===== src/core/urp_pkg.sv =====
package urp_pkg;
  // Setting encodings and limits
  localparam int unsigned RATIO_W        = 7;   // Percent, 20..100
  localparam int unsigned LOAD_W         = 7;   // Hundredths of In
  localparam int unsigned DELAY_W        = 16;  // Hundredths of a second
  localparam int unsigned CUR_W          = 16;  // Current sample width
  localparam logic [6:0]  RATIO_MIN      = 7'h14;
  localparam logic [6:0]  RATIO_MAX      = 7'h64;
  localparam logic [6:0]  RATIO_DEF      = 7'h14;
  localparam logic [6:0]  LOAD_MIN       = 7'h0A;
  localparam logic [6:0]  LOAD_MAX       = 7'h64;
  localparam logic [6:0]  LOAD_DEF       = 7'h0A;
  localparam logic [15:0] DELAY_MIN      = 16'h0005;
  localparam logic [15:0] DELAY_MAX      = 16'hEA60;
  localparam logic [15:0] DELAY_DEF      = 16'h2710;
  localparam logic [6:0]  PCT_FULL       = 7'h64;
  // Resolution step of the delay setting
  localparam real         DELAY_STEP_NS  = 10000000.0;
  localparam real         CLK_PERIOD_NS  = 5.0;
  localparam int unsigned TICK_CYCLES    =
    int'(DELAY_STEP_NS / CLK_PERIOD_NS);
  typedef enum logic [2:0] {
    URP_DISABLED,
    URP_TRIP,
    URP_ALARM,
    URP_TRIP_SURGE,
    URP_LATCHED
  } urp_mode_t;
endpackage


===== src/core/urp_tick.sv =====
`timescale 1ns/1ps
`default_nettype none
// Divider giving one 10 ms enable pulse
module urp_tick #(
  parameter int unsigned DIV = urp_pkg::TICK_CYCLES
) (
  input  wire logic core_clk,
  input  wire logic rst_n,
  output logic      tick
);
  typedef struct packed {
    logic [31:0] cnt;
    logic        tick;
  } urp_tick_st_t;
  urp_tick_st_t st, next_st;
  always_comb begin
    next_st = st;
    next_st.tick = 1'b0;
    if (st.cnt >= DIV - 1) begin
      next_st.cnt  = '0;
      next_st.tick = 1'b1;
    end else begin
      next_st.cnt = st.cnt + 32'h1;
    end
  end
  always_ff @(posedge core_clk or negedge rst_n) begin
    if (!rst_n) begin
      st <= '0;
    end else begin
      st <= next_st;
    end
  end
  assign tick = st.tick;
endmodule // urp_tick
`default_nettype wire


===== src/core/urp_core.sv =====
// Overview of operation
// RULE1: Continuously compare negative over positive sequence current against threshold.
// RULE2: Ratio above threshold starts the operate delay timer.
// RULE3: Operate at timer expiry; ratio at or below threshold clears timer.
// RULE4: Element disabled while largest phase current is under low-load limit.
// RULE5: Low-load limit 0.10..1.00 In in 0.01 steps, default 0.10.
// RULE6: Ratio threshold 20..100 percent in 1 percent steps, default 20.
// RULE7: Operate delay 0.05..600 s in 0.01 s steps, default 100 s.
// RULE8: Five modes: disabled, trip, alarm, surge-blockable trip, latched trip.
// RULE9: Trip modes drive trip and trip pulse; alarm mode drives alarm only.
// RULE10: Surge-blockable mode suppresses detection while inrush blocking active.
// RULE11: Latched mode holds operate after trip until external reset.
// RULE12: After reset the element is off with no trip or alarm.
// RULE13: Zero positive sequence current counts as not exceeding.
`timescale 1ns/1ps
`default_nettype none
module urp_core #(
  parameter int unsigned CW       = urp_pkg::CUR_W,
  parameter int unsigned TICK_DIV = urp_pkg::TICK_CYCLES
) (
  input  wire logic                           core_clk,
  input  wire logic                           rst_n,
  input  wire logic [CW-1:0]                  negative_sequence_current,
  input  wire logic [CW-1:0]                  positive_sequence_current,
  input  wire logic [CW-1:0]                  phase_a_current,
  input  wire logic [CW-1:0]                  phase_b_current,
  input  wire logic [CW-1:0]                  phase_c_current,
  input  wire logic [CW-1:0]                  rated_current,
  input  wire logic [2:0]                     mode,
  input  wire logic [urp_pkg::RATIO_W-1:0]    unbalance_ratio_threshold,
  input  wire logic [urp_pkg::LOAD_W-1:0]     low_load_block,
  input  wire logic [urp_pkg::DELAY_W-1:0]    operate_delay,
  input  wire logic                           inrush_block,
  input  wire logic                           latch_reset,
  output logic                                operate,
  output logic                                protection_trip_output,
  output logic                                protection_trip_pulse,
  output logic                                alarm_output,
  output logic                                ratio_exceeded
);
  typedef struct packed {
    logic                        exceed;
    logic [urp_pkg::DELAY_W-1:0] timer;
    logic                        operate;
    logic                        latched;
    logic                        trip;
    logic                        pulse;
    logic                        alarm;
  } urp_st_t;

  urp_st_t st, next_st;
  logic    tick;

  urp_tick #(.DIV(TICK_DIV)) u_tick (
    .core_clk (core_clk),
    .rst_n    (rst_n),
    .tick     (tick)
  );

  // Settings outside their range fall back to the limit
  logic [urp_pkg::RATIO_W-1:0] thr_c;
  logic [urp_pkg::LOAD_W-1:0]  load_c;
  logic [urp_pkg::DELAY_W-1:0] dly_c;
  always_comb begin
    thr_c = unbalance_ratio_threshold; // RULE6
    if (thr_c < urp_pkg::RATIO_MIN) begin
      thr_c = urp_pkg::RATIO_MIN;
    end else if (thr_c > urp_pkg::RATIO_MAX) begin
      thr_c = urp_pkg::RATIO_MAX;
    end
    load_c = low_load_block; // RULE5
    if (load_c < urp_pkg::LOAD_MIN) begin
      load_c = urp_pkg::LOAD_MIN;
    end else if (load_c > urp_pkg::LOAD_MAX) begin
      load_c = urp_pkg::LOAD_MAX;
    end
    dly_c = operate_delay; // RULE7
    if (dly_c < urp_pkg::DELAY_MIN) begin
      dly_c = urp_pkg::DELAY_MIN;
    end else if (dly_c > urp_pkg::DELAY_MAX) begin
      dly_c = urp_pkg::DELAY_MAX;
    end
  end

  // Division avoided: I2*100 > thr*I1 is the same comparison
  // Peak phase current is scaled by 100 to meet the hundredths of In
  logic [CW+6:0] lhs;
  logic [CW+6:0] rhs;
  logic [CW+6:0] iload;
  logic [CW+6:0] ipeak;
  logic [CW-1:0] imax;
  logic          above;
  logic          loaded_c;
  always_comb begin
    lhs   = (CW+7)'(negative_sequence_current) *
            (CW+7)'(urp_pkg::PCT_FULL); // RULE1
    rhs   = (CW+7)'(positive_sequence_current) * (CW+7)'(thr_c);
    above = (positive_sequence_current != '0) && (lhs > rhs); // RULE13
    imax  = phase_a_current;
    if (phase_b_current > imax) begin
      imax = phase_b_current;
    end
    if (phase_c_current > imax) begin
      imax = phase_c_current;
    end
    iload    = (CW+7)'(rated_current) * (CW+7)'(load_c);
    ipeak    = (CW+7)'(imax) * (CW+7)'(urp_pkg::PCT_FULL);
    loaded_c = !(ipeak < iload); // RULE4
  end

  // Mode decode; codes beyond the last mode behave as disabled
  logic mode_on;
  logic trip_mode;
  logic alarm_mode;
  logic surge_mode;
  logic latch_mode;
  always_comb begin
    mode_on    = 1'b0;
    trip_mode  = 1'b0;
    alarm_mode = 1'b0;
    surge_mode = 1'b0;
    latch_mode = 1'b0;
    case (mode) // RULE8
      urp_pkg::URP_TRIP: begin
        mode_on   = 1'b1;
        trip_mode = 1'b1;
      end
      urp_pkg::URP_ALARM: begin
        mode_on    = 1'b1;
        alarm_mode = 1'b1;
      end
      urp_pkg::URP_TRIP_SURGE: begin
        mode_on    = 1'b1;
        trip_mode  = 1'b1;
        surge_mode = 1'b1;
      end
      urp_pkg::URP_LATCHED: begin
        mode_on    = 1'b1;
        trip_mode  = 1'b1;
        latch_mode = 1'b1;
      end
      default: begin
        mode_on = 1'b0;
      end
    endcase
  end

  localparam logic [urp_pkg::DELAY_W-1:0] TMR_INC = 16'h0001;

  // Timer counts 10 ms ticks and saturates at the delay setting
  logic op_now;
  always_comb begin
    next_st = st;
    next_st.exceed = mode_on && above && loaded_c &&
                     !(surge_mode && inrush_block); // RULE10
    op_now = mode_on && st.exceed && (st.timer >= dly_c); // RULE3
    if (!st.exceed) begin
      next_st.timer = '0; // RULE3
    end else if (tick && (st.timer < dly_c)) begin
      next_st.timer = st.timer + TMR_INC; // RULE2
    end
    // A reset request loses against a trip in the same cycle
    next_st.latched = latch_mode &&
                      (op_now || (st.latched && !latch_reset)); // RULE11
    next_st.operate = op_now || next_st.latched;
    next_st.trip    = next_st.operate && trip_mode; // RULE9
    next_st.pulse   = next_st.trip && !st.trip; // RULE9
    next_st.alarm   = next_st.operate && alarm_mode; // RULE9
  end

  always_ff @(posedge core_clk or negedge rst_n) begin
    if (!rst_n) begin
      st <= '0; // RULE12
    end else begin
      st <= next_st;
    end
  end

  assign operate                = st.operate;
  assign protection_trip_output = st.trip;
  assign protection_trip_pulse  = st.pulse;
  assign alarm_output           = st.alarm;
  assign ratio_exceeded         = st.exceed;

  property p_zero_pos;
    @(posedge core_clk) disable iff (!rst_n)
      (positive_sequence_current == '0) |=> !ratio_exceeded;
  endproperty
  a_zero_pos: assert property (p_zero_pos) // RULE13
    else $error("ratio flagged with zero positive sequence current");

  property p_low_load;
    @(posedge core_clk) disable iff (!rst_n)
      !loaded_c |=> !ratio_exceeded;
  endproperty
  a_low_load: assert property (p_low_load) // RULE4
    else $error("ratio flagged under the low load limit");

  property p_surge_block;
    @(posedge core_clk) disable iff (!rst_n)
      (surge_mode && inrush_block) |=> !ratio_exceeded;
  endproperty
  a_surge_block: assert property (p_surge_block) // RULE10
    else $error("ratio flagged while inrush blocking is active");

  property p_timer_clear;
    @(posedge core_clk) disable iff (!rst_n)
      !ratio_exceeded |=> (st.timer == '0);
  endproperty
  a_timer_clear: assert property (p_timer_clear) // RULE3
    else $error("timer kept its count after the ratio dropped");

  property p_operate_cause;
    @(posedge core_clk) disable iff (!rst_n)
      $rose(operate) |-> $past(ratio_exceeded);
  endproperty
  a_operate_cause: assert property (p_operate_cause) // RULE3
    else $error("operate rose without a ratio excess");

  property p_latch_hold;
    @(posedge core_clk) disable iff (!rst_n)
      (st.latched && latch_mode && !latch_reset) |=> operate;
  endproperty
  a_latch_hold: assert property (p_latch_hold) // RULE11
    else $error("latched operate dropped without a reset");

  property p_pulse_once;
    @(posedge core_clk) disable iff (!rst_n)
      protection_trip_pulse |=> !protection_trip_pulse;
  endproperty
  a_pulse_once: assert property (p_pulse_once) // RULE9
    else $error("trip pulse lasted more than one cycle");

  property p_route;
    @(posedge core_clk) disable iff (!rst_n)
      alarm_output |-> (operate && !protection_trip_output);
  endproperty
  a_route: assert property (p_route) // RULE9
    else $error("alarm and trip routed together");

  property p_disabled_quiet;
    @(posedge core_clk) disable iff (!rst_n)
      !mode_on |=> (!operate && !alarm_output && !protection_trip_output);
  endproperty
  a_disabled_quiet: assert property (p_disabled_quiet) // RULE12
    else $error("output active while the element is off");

  property p_cov_trip;
    @(posedge core_clk) disable iff (!rst_n)
      $rose(protection_trip_output);
  endproperty
  c_trip: cover property (p_cov_trip);

  property p_cov_alarm;
    @(posedge core_clk) disable iff (!rst_n)
      $rose(alarm_output);
  endproperty
  c_alarm: cover property (p_cov_alarm);

  property p_cov_latched;
    @(posedge core_clk) disable iff (!rst_n)
      operate && latch_mode && !ratio_exceeded;
  endproperty
  c_latched: cover property (p_cov_latched);

  property p_cov_surge;
    @(posedge core_clk) disable iff (!rst_n)
      surge_mode && inrush_block && above;
  endproperty
  c_surge: cover property (p_cov_surge);
endmodule // urp_core
`default_nettype wire


===== config.mk =====
export PLATFORM = sky130hd
export DESIGN_NAME = urp_core
export DESIGN_NICKNAME = d
export VERILOG_FILES = /design/src/core/urp_pkg.sv /design/src/core/urp_tick.sv /design/src/core/urp_core.sv
export SDC_FILE = /design/constraint.sdc
export NUM_CORES = 1
export LEC_CHECK = 0
export BUFFER_PORTS_ARGS = -buffer_cell sky130_fd_sc_hd__buf_2
export CAP_MARGIN = 20
export CORE_ASPECT_RATIO = 0.9
export CORE_MARGIN = 1
export CORE_UTILIZATION = 60
export DETAILED_ROUTE_END_ITERATION = 8
export HOLD_SLACK_MARGIN = 0.12
export PLACE_DENSITY = 0.89
export SLEW_MARGIN = 0
export SYNTH_ARGS = -nofsm -noshare
export SYNTH_HDL_FRONTEND = slang
export SYNTH_SLANG_ARGS = --single-unit
export TNS_END_PERCENT = 1

===== constraint.sdc =====
create_clock -name core_clk -period 3.28 [get_ports core_clk]
set_input_delay 0 -clock core_clk [delete_from_list [all_inputs] [get_ports core_clk]]
set_output_delay 0 -clock core_clk [all_outputs]
set_load 0.01 [all_outputs]

# ---- After elaboration in Yosys (flattened, before gate mapping)
# Index checks and enable logic that the tools add are counted.
dict set report totals {
  out_inout_bits 5
  inputBits 133
  regBits 55
}
dict set report op_classes {
  n_eq_ne 5
  n_mul 4
  magnitude_cmp 13
  mux 17
  reduce_logical 22
  n_addsub 2
}
# cell n
set ops {}
lappend ops {{two-way mux 16 bit} 6}
lappend ops {{multiplier 16 x 7 -> 23 bit} 2}
lappend ops {{multiplier 16 x 5 -> 21 bit (second input constant)} 2}
lappend ops {{adder 32 x 1 -> 32 bit (second input constant)} 1}
lappend ops {{>= comparator 32 x 21 -> 1 bit (second input constant)} 1}
lappend ops {{> comparator 16 bit} 2}
lappend ops {{two-way mux 32 bit} 1}
lappend ops {{two-way mux 7 bit} 4}
lappend ops {{> comparator 23 bit} 1}
lappend ops {{< comparator 23 bit} 1}
lappend ops {{adder 16 x 1 -> 16 bit (second input constant)} 1}
lappend ops {{>= comparator 16 bit} 1}
lappend ops {{> comparator 16 bit (second input constant)} 1}
lappend ops {{< comparator 16 bit} 1}
lappend ops {{< comparator 16 x 3 -> 1 bit (second input constant)} 1}
lappend ops {{nonzero test 16 bit} 1}
lappend ops {{> comparator 7 bit (second input constant)} 2}
lappend ops {{logical AND 1 bit} 13}
lappend ops {{< comparator 7 x 4 -> 1 bit (second input constant)} 1}
lappend ops {{< comparator 7 x 5 -> 1 bit (second input constant)} 1}
lappend ops {{== test 3 x 2 -> 1 bit (second input constant)} 2}
lappend ops {{two-way mux 1 bit} 6}
lappend ops {{zero test 1 bit} 4}
lappend ops {{OR reduction 4 bit} 1}
lappend ops {{other kinds (5)} 6}

# ---- Logic depth before layout (Yosys ltp)
# Gate-level depths: netlist (run 1).
dict set report depth {
  ltp_word 10
  ltp_mapped 44
  ltp_nobuf 40
}

# ---- Hierarchy
# A second synthesis (run 1) with hierarchy kept.
dict set report unflattened {
  cells_unflattened 1823
  area_unflattened_um2 15044.4
}
# module n_inst area_per_inst_um2 cells_per_inst
set modules_own_cells {}
lappend modules_own_cells {urp_core 1 13674.4 1692}
lappend modules_own_cells {urp_tick 1 1370.1 131}

# ---- Worst setup path before layout (run 1)
# Ideal clock, no wire load.
dict set report synth_timing {
  kind {input to register}
  start {in phase_a_current[14]}
  end {reg st, in the netlist ratio_exceeded}
  path_buffers 4
  setup_slack_ns -5.247
  path_stages 42
  setup_ns 0.139
  t_arrival_ns 8.388
  required_time_ns 3.141
  path_cell_list {inv_1 -> ha_1 -> nand4_2 -> or4_4 -> a21o_1 -> a31oi_4 -> buf_2 -> buf_1 -> a21oi_1 -> ha_1 -> nand4_1 -> or3_1 -> nor2_1 -> nand3_1 -> a221oi_2 -> nor3_2 -> a31oi_4 -> buf_6 -> [... 6 more ...] -> ha_1 -> nor2b_1 -> o21ai_0 -> a21boi_0 -> o211ai_1 -> a21oi_1 -> nand4b_1 -> a31o_2 -> a21oi_1 -> xnor2_1 -> ha_1 -> nand4_1 -> nor2_1 -> nand3_1 -> nor2_1 -> o31a_1 -> a2111oi_0 -> a211oi_1}
}
# element line_no
set synth_lines {}
lappend synth_lines {{start: declaration} urp_core.sv:25} ;# input wire logic [CW-1:0] phase_a_current,
lappend synth_lines {{end signal: assignment} urp_core.sv:175} ;# st <= next_st;
lappend synth_lines {{end: declaration} urp_core.sv:51} ;# urp_st_t st, next_st;

==> results of run 1 <==
## kinds of logic (layout without fill, tap and decap cells)
family,Yosys count,after routing
AND/OR/NAND/NOR,592,592
adder cells (fa/ha/maj),437,437
buffers and inverters,349,810
AO/OA/AOI/OAI,292,292
XOR/XNOR,81,81
flip-flops,55,55
multiplexers,22,22
other,1,13
## repair_timing
action / 4_1_cts / 5_1_grt
buffers inserted: 0 / 2
pin swaps: 6 / 3
gates cloned: 0 / 0
setup endpoints to repair: 17 / 21
resized for setup: 14 / 15
hold buffers: 5 / 0
endpoints found under the hold margin: 31 / 0
## power breakdown
group | internal, mW | switching, mW
combinational | 6.53 | 6.62
sequential | 0.688 | 0.0103
clock | 0.290 | 0.262
total | 7.51 | 6.89
## layout by cell type (no fill, tap or decap), types with 12 or more instances in the layout
cell	synthesis	layout
nor4_1	15	15
nor2b_1	21	21
nor3_1	34	33
xnor2_1	36	36
nand4_1	29	29
dfrtp_1	55	55
a21o_1	34	34
nand3_1	33	30
a21oi_2	1	12
o21a_1	21	21
and3_1	29	29
ha_1	277	269
nand2_1	233	233
buf_2	1	136
nand2b_1	18	18
a21oi_1	100	89
buf_4	0	349
nor2_1	94	91
xor2_1	44	44
fa_1	159	158
inv_1	306	300
or3_1	13	12
and2_1	44	44
o21ai_0	55	53
## state kept, by name, indices dropped and copies added (netlist names)
register	cells
ratio_exceeded	1
protection_trip_pulse	1
u_tick.tick	1
u_tick.st	32
st	17
protection_trip_output	1
alarm_output	1
operate	1
## per-layer routing
metal / vias up / share of wire, % / GRT usage (%)
met1: 7182 / 39 / 35.8
li1: 7038 / - / -
met3: 144 / 4.6 / 2.60
met5: - / 0 / 0
met2: 559 / 52 / 60.0
met4: 0 / 3.5 / 11.5
## cells in the mapped netlist (3+ instances only)
cell       count
or3_1         13
a311o_1        4
a221oi_1       3
a31o_2         4
nand2_1      233
nand4_1       29
or2_2          6
dfrtp_1       55
o21ai_0       55
nor2_1        94
or4_1          5
nor4_1        15
and3_1        29
xnor2_1       36
nor2b_1       21
a21o_1        34
ha_1         277
o31ai_1        7
a211o_1        4
fa_1         159
o211ai_1       9
a211oi_1       4
a21oi_1      100
clkbuf_1      28
o2111ai_1      3
nand3b_1       6
a31oi_1        9
mux2i_1       17
xor2_1        44
and2_1        44
o31a_1         3
nand3_1       33
inv_1        306
and4_1         3
o21a_1        21
o41ai_1        3
buf_1         10
nand2b_1      18
nor3_1        34
## layout make-up
type	instances	area, sq um	share of cell area [%]
tap	336	420	2.19
clock buffer	5	125	0.652
clock inverter	3	27.5	0.143
sequential	55	1380	7.17
timing repair buffer	494	3410	17.8
antenna	2	5.00	0.0261
inverter	308	1170	6.10
multi-input combinational	1435	12700	65.9
## worst max-delay path: cells and delay by family
kind	cells	cell delay, ns
mux	1	0.23
fa+ha+maj	7	2.23
buf+inv	7	0.74
simple gates	15	2.53
compound gates	11	2.37
## how the worst max path moves through the flow
stage                     depth (start not counted)                        to                 from  slack (ns)
after floorplan                                  42  ratio_exceeded$_DFF_PN0_  phase_a_current[11]       -4.12
after global placement                           40  ratio_exceeded$_DFF_PN0_  phase_a_current[11]       -4.24
after global routing                             41  ratio_exceeded$_DFF_PN0_   phase_a_current[7]       -4.98
after detailed placement                         42  ratio_exceeded$_DFF_PN0_  phase_a_current[11]       -4.74
after CTS                                        40  ratio_exceeded$_DFF_PN0_  phase_a_current[11]       -4.26
final                                            41  ratio_exceeded$_DFF_PN0_  phase_a_current[11]       -4.62
==> impl_results.md, run 1 <==
* Status: complete, but fails checks
* Failing checks: setup timing
* Via count at 14900
* Final cycle utilization of the critical path at 241%
* Worst Skew at 0.00643 ns
* Clk sinks at 55
* CP max stage delay at 0.57 ns
* Area fraction in compound gates after synthesis at 12.6%
* WHS at 0.279 ns
* DR vias/cell at 5.66
* Filler cells at 1501
* R2R Path Start: st[14]$_DFFE_PN0P_
* GPL Wtd Cong at 0.934
* Crit-path max FO at 16
* DRC at 0
* F_max at 127 MHz
* Syn Inst Count at 1829
* Chip height at 152 microns
* Clk_lat worst skew at 0.30 ns
* Slew headroom at 49.9%
* Synthesized area at 15100 sq um
* Final antenna-violating net count at 0
* Reg-to-reg setup timing slack at 0.33 ns
* Async SR Flop Fraction at 100%
* WL final at 40200 microns
* Max-cap viol count at 0
* Post-synthesis cell type count at 76
* First-pass GRT wire length at 67900 microns
* Non-filler cells, final at 2638
* Most frequent CP cell: ha_1
* DR pass1 iterations at 6
* Core Area at 24500 sq um
* Vias in the first global route at 16000
* Worst setup SP type: primary input
* Synthesized flop and latch total at 55
* Chip width at 169 microns
* WP data arrival at 8.10 ns
* Clock transition at the registers of the reported paths at 0.08 ns
* Routed WL per cell at 15.2 microns
* Initial antenna violation count at 1
* Die area at 25700 sq um
* Synth Area in Adders at 44.2%
* Synthesis Warnings at 0
* Ranking of synthesized cells by area: ha_1, fa_1, dfrtp_1
* Dpl cell area at 18900 sq um
* Proportion of layout cells with a drive suffix above 1 at 25.0%
* Setup CP Type: primary input to flip-flop
* Post-synth EDFFs at 0
* Starting Density at 61.6%
* Hold Fails Final Rpt at 0
* Final setup TNS at -4.77 ns
* Overflow after GRT at 0
* Post-route cell area at 19200 sq um
* Final Max Slew Viols at 0
* Peak VDD IR at 1.10 mV
* IO Count at 138
* Final min period at 7.90 ns
* DRT iter0 DRCs at 796
* Tot Pwr at 14.4 mW
* Synth area leader: ha_1
* Simple-gate share of the synthesized area at 18.9%
* Detailed Place HPWL at 33800 microns
* Std-Cell Rows at 54
* DP Cell Count at 2621
* Leakage Power at 10.5 nW
* Largest net degree at the start of global routing at 31
* TritonCTS clock tree: yes
* Crit end category: flip-flop
* Sequential fraction of the synthesis area at 9.14%
* Tot GR Track Use at 31.3%
* Crit path required time at 3.48 ns
* Post-synth top area share at 23.0%
* Hold Path Class: primary input to async pin
* FF-to-FF path depth at 11
* Nets at 2868
* Reg-to-Reg End: st[16]$_DFFE_PN0P_
* Setup ws final at -4.62 ns
* Unrepaired setup endpoints after global routing: yes
* Buffers on Ports at 137
* Mux cell area share after synthesis at 1.57%
* Ys flop type: dfrtp_1
* PwrDens at 750 nW/um^2
* Final setup viols at 4
* Avg Synthesized Cell Area at 8.24 sq um
* Clock tree buffer depth at 2
* Largest family of logic cells by synthesized area: adder cells
* H-tree levels at 2
* CP max stage cell: fa_1
* Post-Synth XOR/XNOR Area at 4.76%
* Area grow syn2layout at 27.4%
* Total CTS buffers at 5
* DP Worst Slack at -4.74 ns
* Root buffer cell: clkbuf_16
* Layout Utilization at 78.5%
* Least-Margin Pin Slew at 0.749 ns
(Power assumes the default switching activity.)
==> run 2: changes to the inputs <==
--- a/config.mk
+++ b/config.mk
@@ -5,6 +5,7 @@
 export SDC_FILE = /design/constraint.sdc
 export NUM_CORES = 1
 export LEC_CHECK = 0
+export ABC_AREA = 1
 export BUFFER_PORTS_ARGS = -buffer_cell sky130_fd_sc_hd__buf_2
 export CAP_MARGIN = 20
 export CORE_ASPECT_RATIO = 0.9
==> impl_results.md, run 2 <==
* Avg Synthesized Cell Area at 7.66 sq um
* Synthesis Warnings at 0
* IO Count at 138
* Synthesized flop and latch total at 55
* Fail Step: global routing (5_1_grt)
* Synthesized area at 14800 sq um
* Overflow after GRT at 54
* Count leader, synth: inv_1
* Detailed Place HPWL at 39800 microns
* DP Cell Count at 2726
* Clock tree buffer depth at 2
* Clk sinks at 55
* Top cells by count, synth: inv_1, nand2_1, ha_1
* Dpl cell area at 18600 sq um
* H-tree levels at 2
* Tot GR Track Use at 71.3%
* Post-synth EDFFs at 0
* Chip width at 167 microns
* Status: stopped before the end
* Worst_ep kind: register data pin
* Synth area leader: ha_1
* Ys flop type: dfrtp_1
* GPL Wtd Cong at 0.970
* Largest net degree at the start of global routing at 41
* Post-synthesis cell type count at 62
* Post-synth top area share at 23.4%
* Total CTS buffers at 5
* Async SR Flop Fraction at 100%
* Std-Cell Rows at 54
* Syn Inst Count at 1930
* Root buffer cell: clkbuf_16
* Starting Density at 61.1%
* Crit. endpoint post-GRT repair: ratio_exceeded$_DFF_PN0_/D
* Buffers on Ports at 137
* Chip height at 151 microns
* Ranking of synthesized cells by area: ha_1, fa_1, inv_1
* Sequential fraction of the synthesis area at 9.31%
* Stop err: [ERROR GRT-0232] Routing congestion too high. Check the congestion heatmap in the GUI.
## run 2: cell types whose count changed after synthesis, sizes merged, moves of 16 or more
| cell | previous run | this run |
|---|---|---|
| and2 | 45 | 2 |
| and3 | 29 | 0 |
| nor2 | 95 | 129 |
| nand2b | 18 | 0 |
| a21o | 34 | 4 |
| o21ai | 57 | 78 |
| nand2 | 233 | 380 |
| a21oi | 102 | 132 |
| o21a | 21 | 5 |
| inv | 308 | 445 |
| mux2i | 18 | 0 |
| nor2b | 21 | 1 |
## run 2: per-stage QoR
stage / setup slack (ns) / setup TNS [ns]
3_3_place_gp: -3.67 / -3.67
3_5_place_dp: -4.37 / -4.74
2_1_floorplan: -3.37 / -3.37
4_1_cts: -3.79 / -3.79
## run 2: cell families after synthesis
family	synth area share, %
xor gates and xnor gates	4.32
adders and majority gates	45.0
buffers and inverters	12.2
DFF	9.31
AOI/OAI and AO/OA	10.6
and+or+nand+nor	18.6
other	0.0254
## run 2: timing repair
action	in CTS
hold endpoints to repair	43
cloned	2
endpoints found under the setup margin	2
buffers inserted	18
hold buffers	8
pin swaps	35
gates resized for setup	55
## run 2: routing by layer
metal	overflow	global-route usage, %
met4	27	69.6
met5	0	38.1
met3	1	60.7
met2	25	87.4
met1	1	68.6
==> run 3: changes to the inputs <==
--- a/config.mk
+++ b/config.mk
@@ -8,12 +8,10 @@
 export ABC_AREA = 1
 export BUFFER_PORTS_ARGS = -buffer_cell sky130_fd_sc_hd__buf_2
 export CAP_MARGIN = 20
-export CORE_ASPECT_RATIO = 0.9
 export CORE_MARGIN = 1
-export CORE_UTILIZATION = 60
+export CORE_UTILIZATION = 40
 export DETAILED_ROUTE_END_ITERATION = 8
-export HOLD_SLACK_MARGIN = 0.12
-export PLACE_DENSITY = 0.89
+export PLACE_DENSITY_LB_ADDON = 0.15
 export SLEW_MARGIN = 0
 export SYNTH_ARGS = -nofsm -noshare
 export SYNTH_HDL_FRONTEND = slang
==> impl_results.md, run 3 <==
* Sequential fraction of the synthesis area at 9.31%
* Peak VDD IR at 0.687 mV
* Worst setup SP type: primary input
* Routed WL per cell at 12.4 microns
* Synthesized flop and latch total at 55
* Filler cells at 3562
* DP Worst Slack at -4.18 ns
* Post-synth top area share at 23.4%
* Most common cell after layout, fill and taps aside: inv_1
* Worst Skew at 0.00910 ns
* Hold Fails Final Rpt at 0
* Clk sinks at 55
* Top reg by flops: u_tick.st
* Clock transition at the registers of the reported paths at 0.08 ns
* Nets at 3032
* Most frequent CP cell: nand2_1
* Layout Utilization at 53.3%
* DR pass1 iterations at 5
* DP Cell Count at 2916
* DR vias/cell at 4.74
* Synth area leader: ha_1
* Slew headroom at 39.0%
* Clock tree buffer depth at 2
* Final min period at 6.72 ns
* Die area at 37700 sq um
* Total CTS buffers at 5
* Leakage Power at 11.1 nW
* Proportion of layout cells with a drive suffix above 1 at 26.7%
* Count leader, synth: inv_1
* Detailed Place HPWL at 32700 microns
* Via count at 13900
* Setup ws final at -3.44 ns
* Crit-path max FO at 17
* Async SR Flop Fraction at 100%
* Clk_lat worst skew at 0.30 ns
* Crit path required time at 3.52 ns
* Overflow after GRT at 0
* WL final at 36500 microns
* TritonCTS clock tree: yes
* First-pass GRT wire length at 63600 microns
* Post-synthesis cell type count at 62
* Chip width at 194 microns
* Final setup viols at 1
* Biggest regs: u_tick.st: 32 flops, st: 17 flops
* Chip height at 194 microns
* Hold Path Class: primary input to flip-flop
* GPL Wtd Cong at 0.866
* H-tree levels at 2
* Final cycle utilization of the critical path at 205%
* CP max stage delay at 0.49 ns
* Failing checks: setup timing
* Vias in the first global route at 14100
* Crit end category: flip-flop
* Tot GR Track Use at 20.1%
* PwrDens at 750 nW/um^2
* Least-Margin Pin Slew at 0.914 ns
* DRT iter0 DRCs at 392
* Synthesized area at 14800 sq um
* Most frequent cells in the layout: inv_1, buf_4, nand2_1, ha_1, fa_1
* Root buffer cell: clkbuf_16
* Largest register FFs at 32
* WP data arrival at 6.96 ns
* Final Max Slew Viols at 0
* F_max at 149 MHz
* Final antenna-violating net count at 0
* IO Count at 138
* Core Area at 36500 sq um
* Largest net degree at the start of global routing at 38
* Avg Synthesized Cell Area at 7.66 sq um
* Non-filler cells, final at 2934
* Setup CP Type: primary input to flip-flop
* DRC at 0
* Final setup TNS at -3.44 ns
* Syn Inst Count at 1930
* CP max stage cell: fa_1
* Status: complete, but fails checks
* Top cells by count, synth: inv_1, nand2_1, ha_1
* Synthesis Warnings at 0
* Initial antenna violation count at 4
* Max-cap viol count at 0
* Ranking of synthesized cells by area: ha_1, fa_1, inv_1
* Unrepaired setup endpoints after global routing: yes
* Buffers on Ports at 137
* Starting Density at 40.5%
* Std-Cell Rows at 70
* Ys flop type: dfrtp_1
* Area grow syn2layout at 31.7%
* Post-synth EDFFs at 0
run 3: final cells by class:
class,count,area (sq um),share of cell area (%)
Antenna cell,2,5.00,0.0257
Clock buffer,5,125,0.643
Timing Repair Buffer,545,3800,19.5
Sequential cell,55,1380,7.07
Inverter,446,1680,8.64
Multi-Input combinational cell,1410,11800,60.8
Clock inverter,3,55.1,0.283
Tap cell,468,586,3.01
run 3: worst paths after layout:
kind / end / cells past startpoint / slack [ns] / from
hold / removal: protection_trip_output$_DFF_PN0_ / 4 / 0.11 / mode[2]
setup / recovery: ratio_exceeded$_DFF_PN0_ / 51 / -3.44 / phase_a_current[10]
min in group asynchronous: st[15]$_DFFE_PN0P_ / 2 / 0.36 / rst_n
max in group asynchronous: u_tick.st[30]$_DFF_PN0_ / 3 / 2.12 / rst_n
setup reg to reg: st[18]$_DFFE_PN0P_ / 17 / 0.46 / st[8]$_DFFE_PN0P_
hold reg to reg: protection_trip_pulse$_DFF_PN0_ / 1 / 0.42 / protection_trip_output$_DFF_PN0_
run 3: critical path: cells and delay by family:
kind                     cells  cell delay [ns]
buffers and inverters        9             0.71
AO/OA/AOI/OAI               15             1.88
adder cells (fa/ha/maj)      7             2.22
AND/OR/NAND/NOR             20             2.11
run 3: kinds of logic after synthesis:
| family | Yosys count | synth area share [%] |
|---|---|---|
| AND/OR/NAND/NOR | 630 | 18.6 |
| buffers and inverters | 475 | 12.2 |
| adder cells (fa/ha/maj) | 436 | 45.0 |
| AO/OA/AOI/OAI | 261 | 10.6 |
| XOR/XNOR | 72 | 4.32 |
| flip-flops | 55 | 9.31 |
| other | 1 | 0.0254 |
run 3: what timing repair did:
action / in CTS / in global routing
endpoints found under the setup margin: 1 / 9
hold buffers: 5 / 0
resized for setup: 17 / 14
setup buffers: 3 / 0
pin swaps: 5 / 3
endpoints found under the hold margin: 38 / 0
run 3: metal layers:
layer  vias up  GRT usage [%]  share of wire, %
met1      6528           26.2                45
met2       202           35.9                49
li1       7140              -                 -
met5         -              0             0.030
met4         2           4.12               1.7
met3        38           1.88               3.7
run 3: through the flow:
step           cell area (sq um)  power [mW]  hold slack (ns)
2_1_floorplan              14900        9.03           -0.296
3_3_place_gp               19100        13.7            0.175
3_5_place_dp               19100        13.9            0.185
4_1_cts                    19400        14.8           0.0926
5_1_grt                    19500        16.6            0.142
6_report                   19500        14.6            0.114
run 3: where the power goes:
group / leakage [nW] / total [mW] / internal (mW) / switching [mW]
logic: 10.3 / 13.2 / 6.77 / 6.48
registers: 0.737 / 0.706 / 0.689 / 0.0165
clock network: 0.0868 / 0.648 / 0.369 / 0.279
total: 11.1 / 14.6 / 7.83 / 6.77
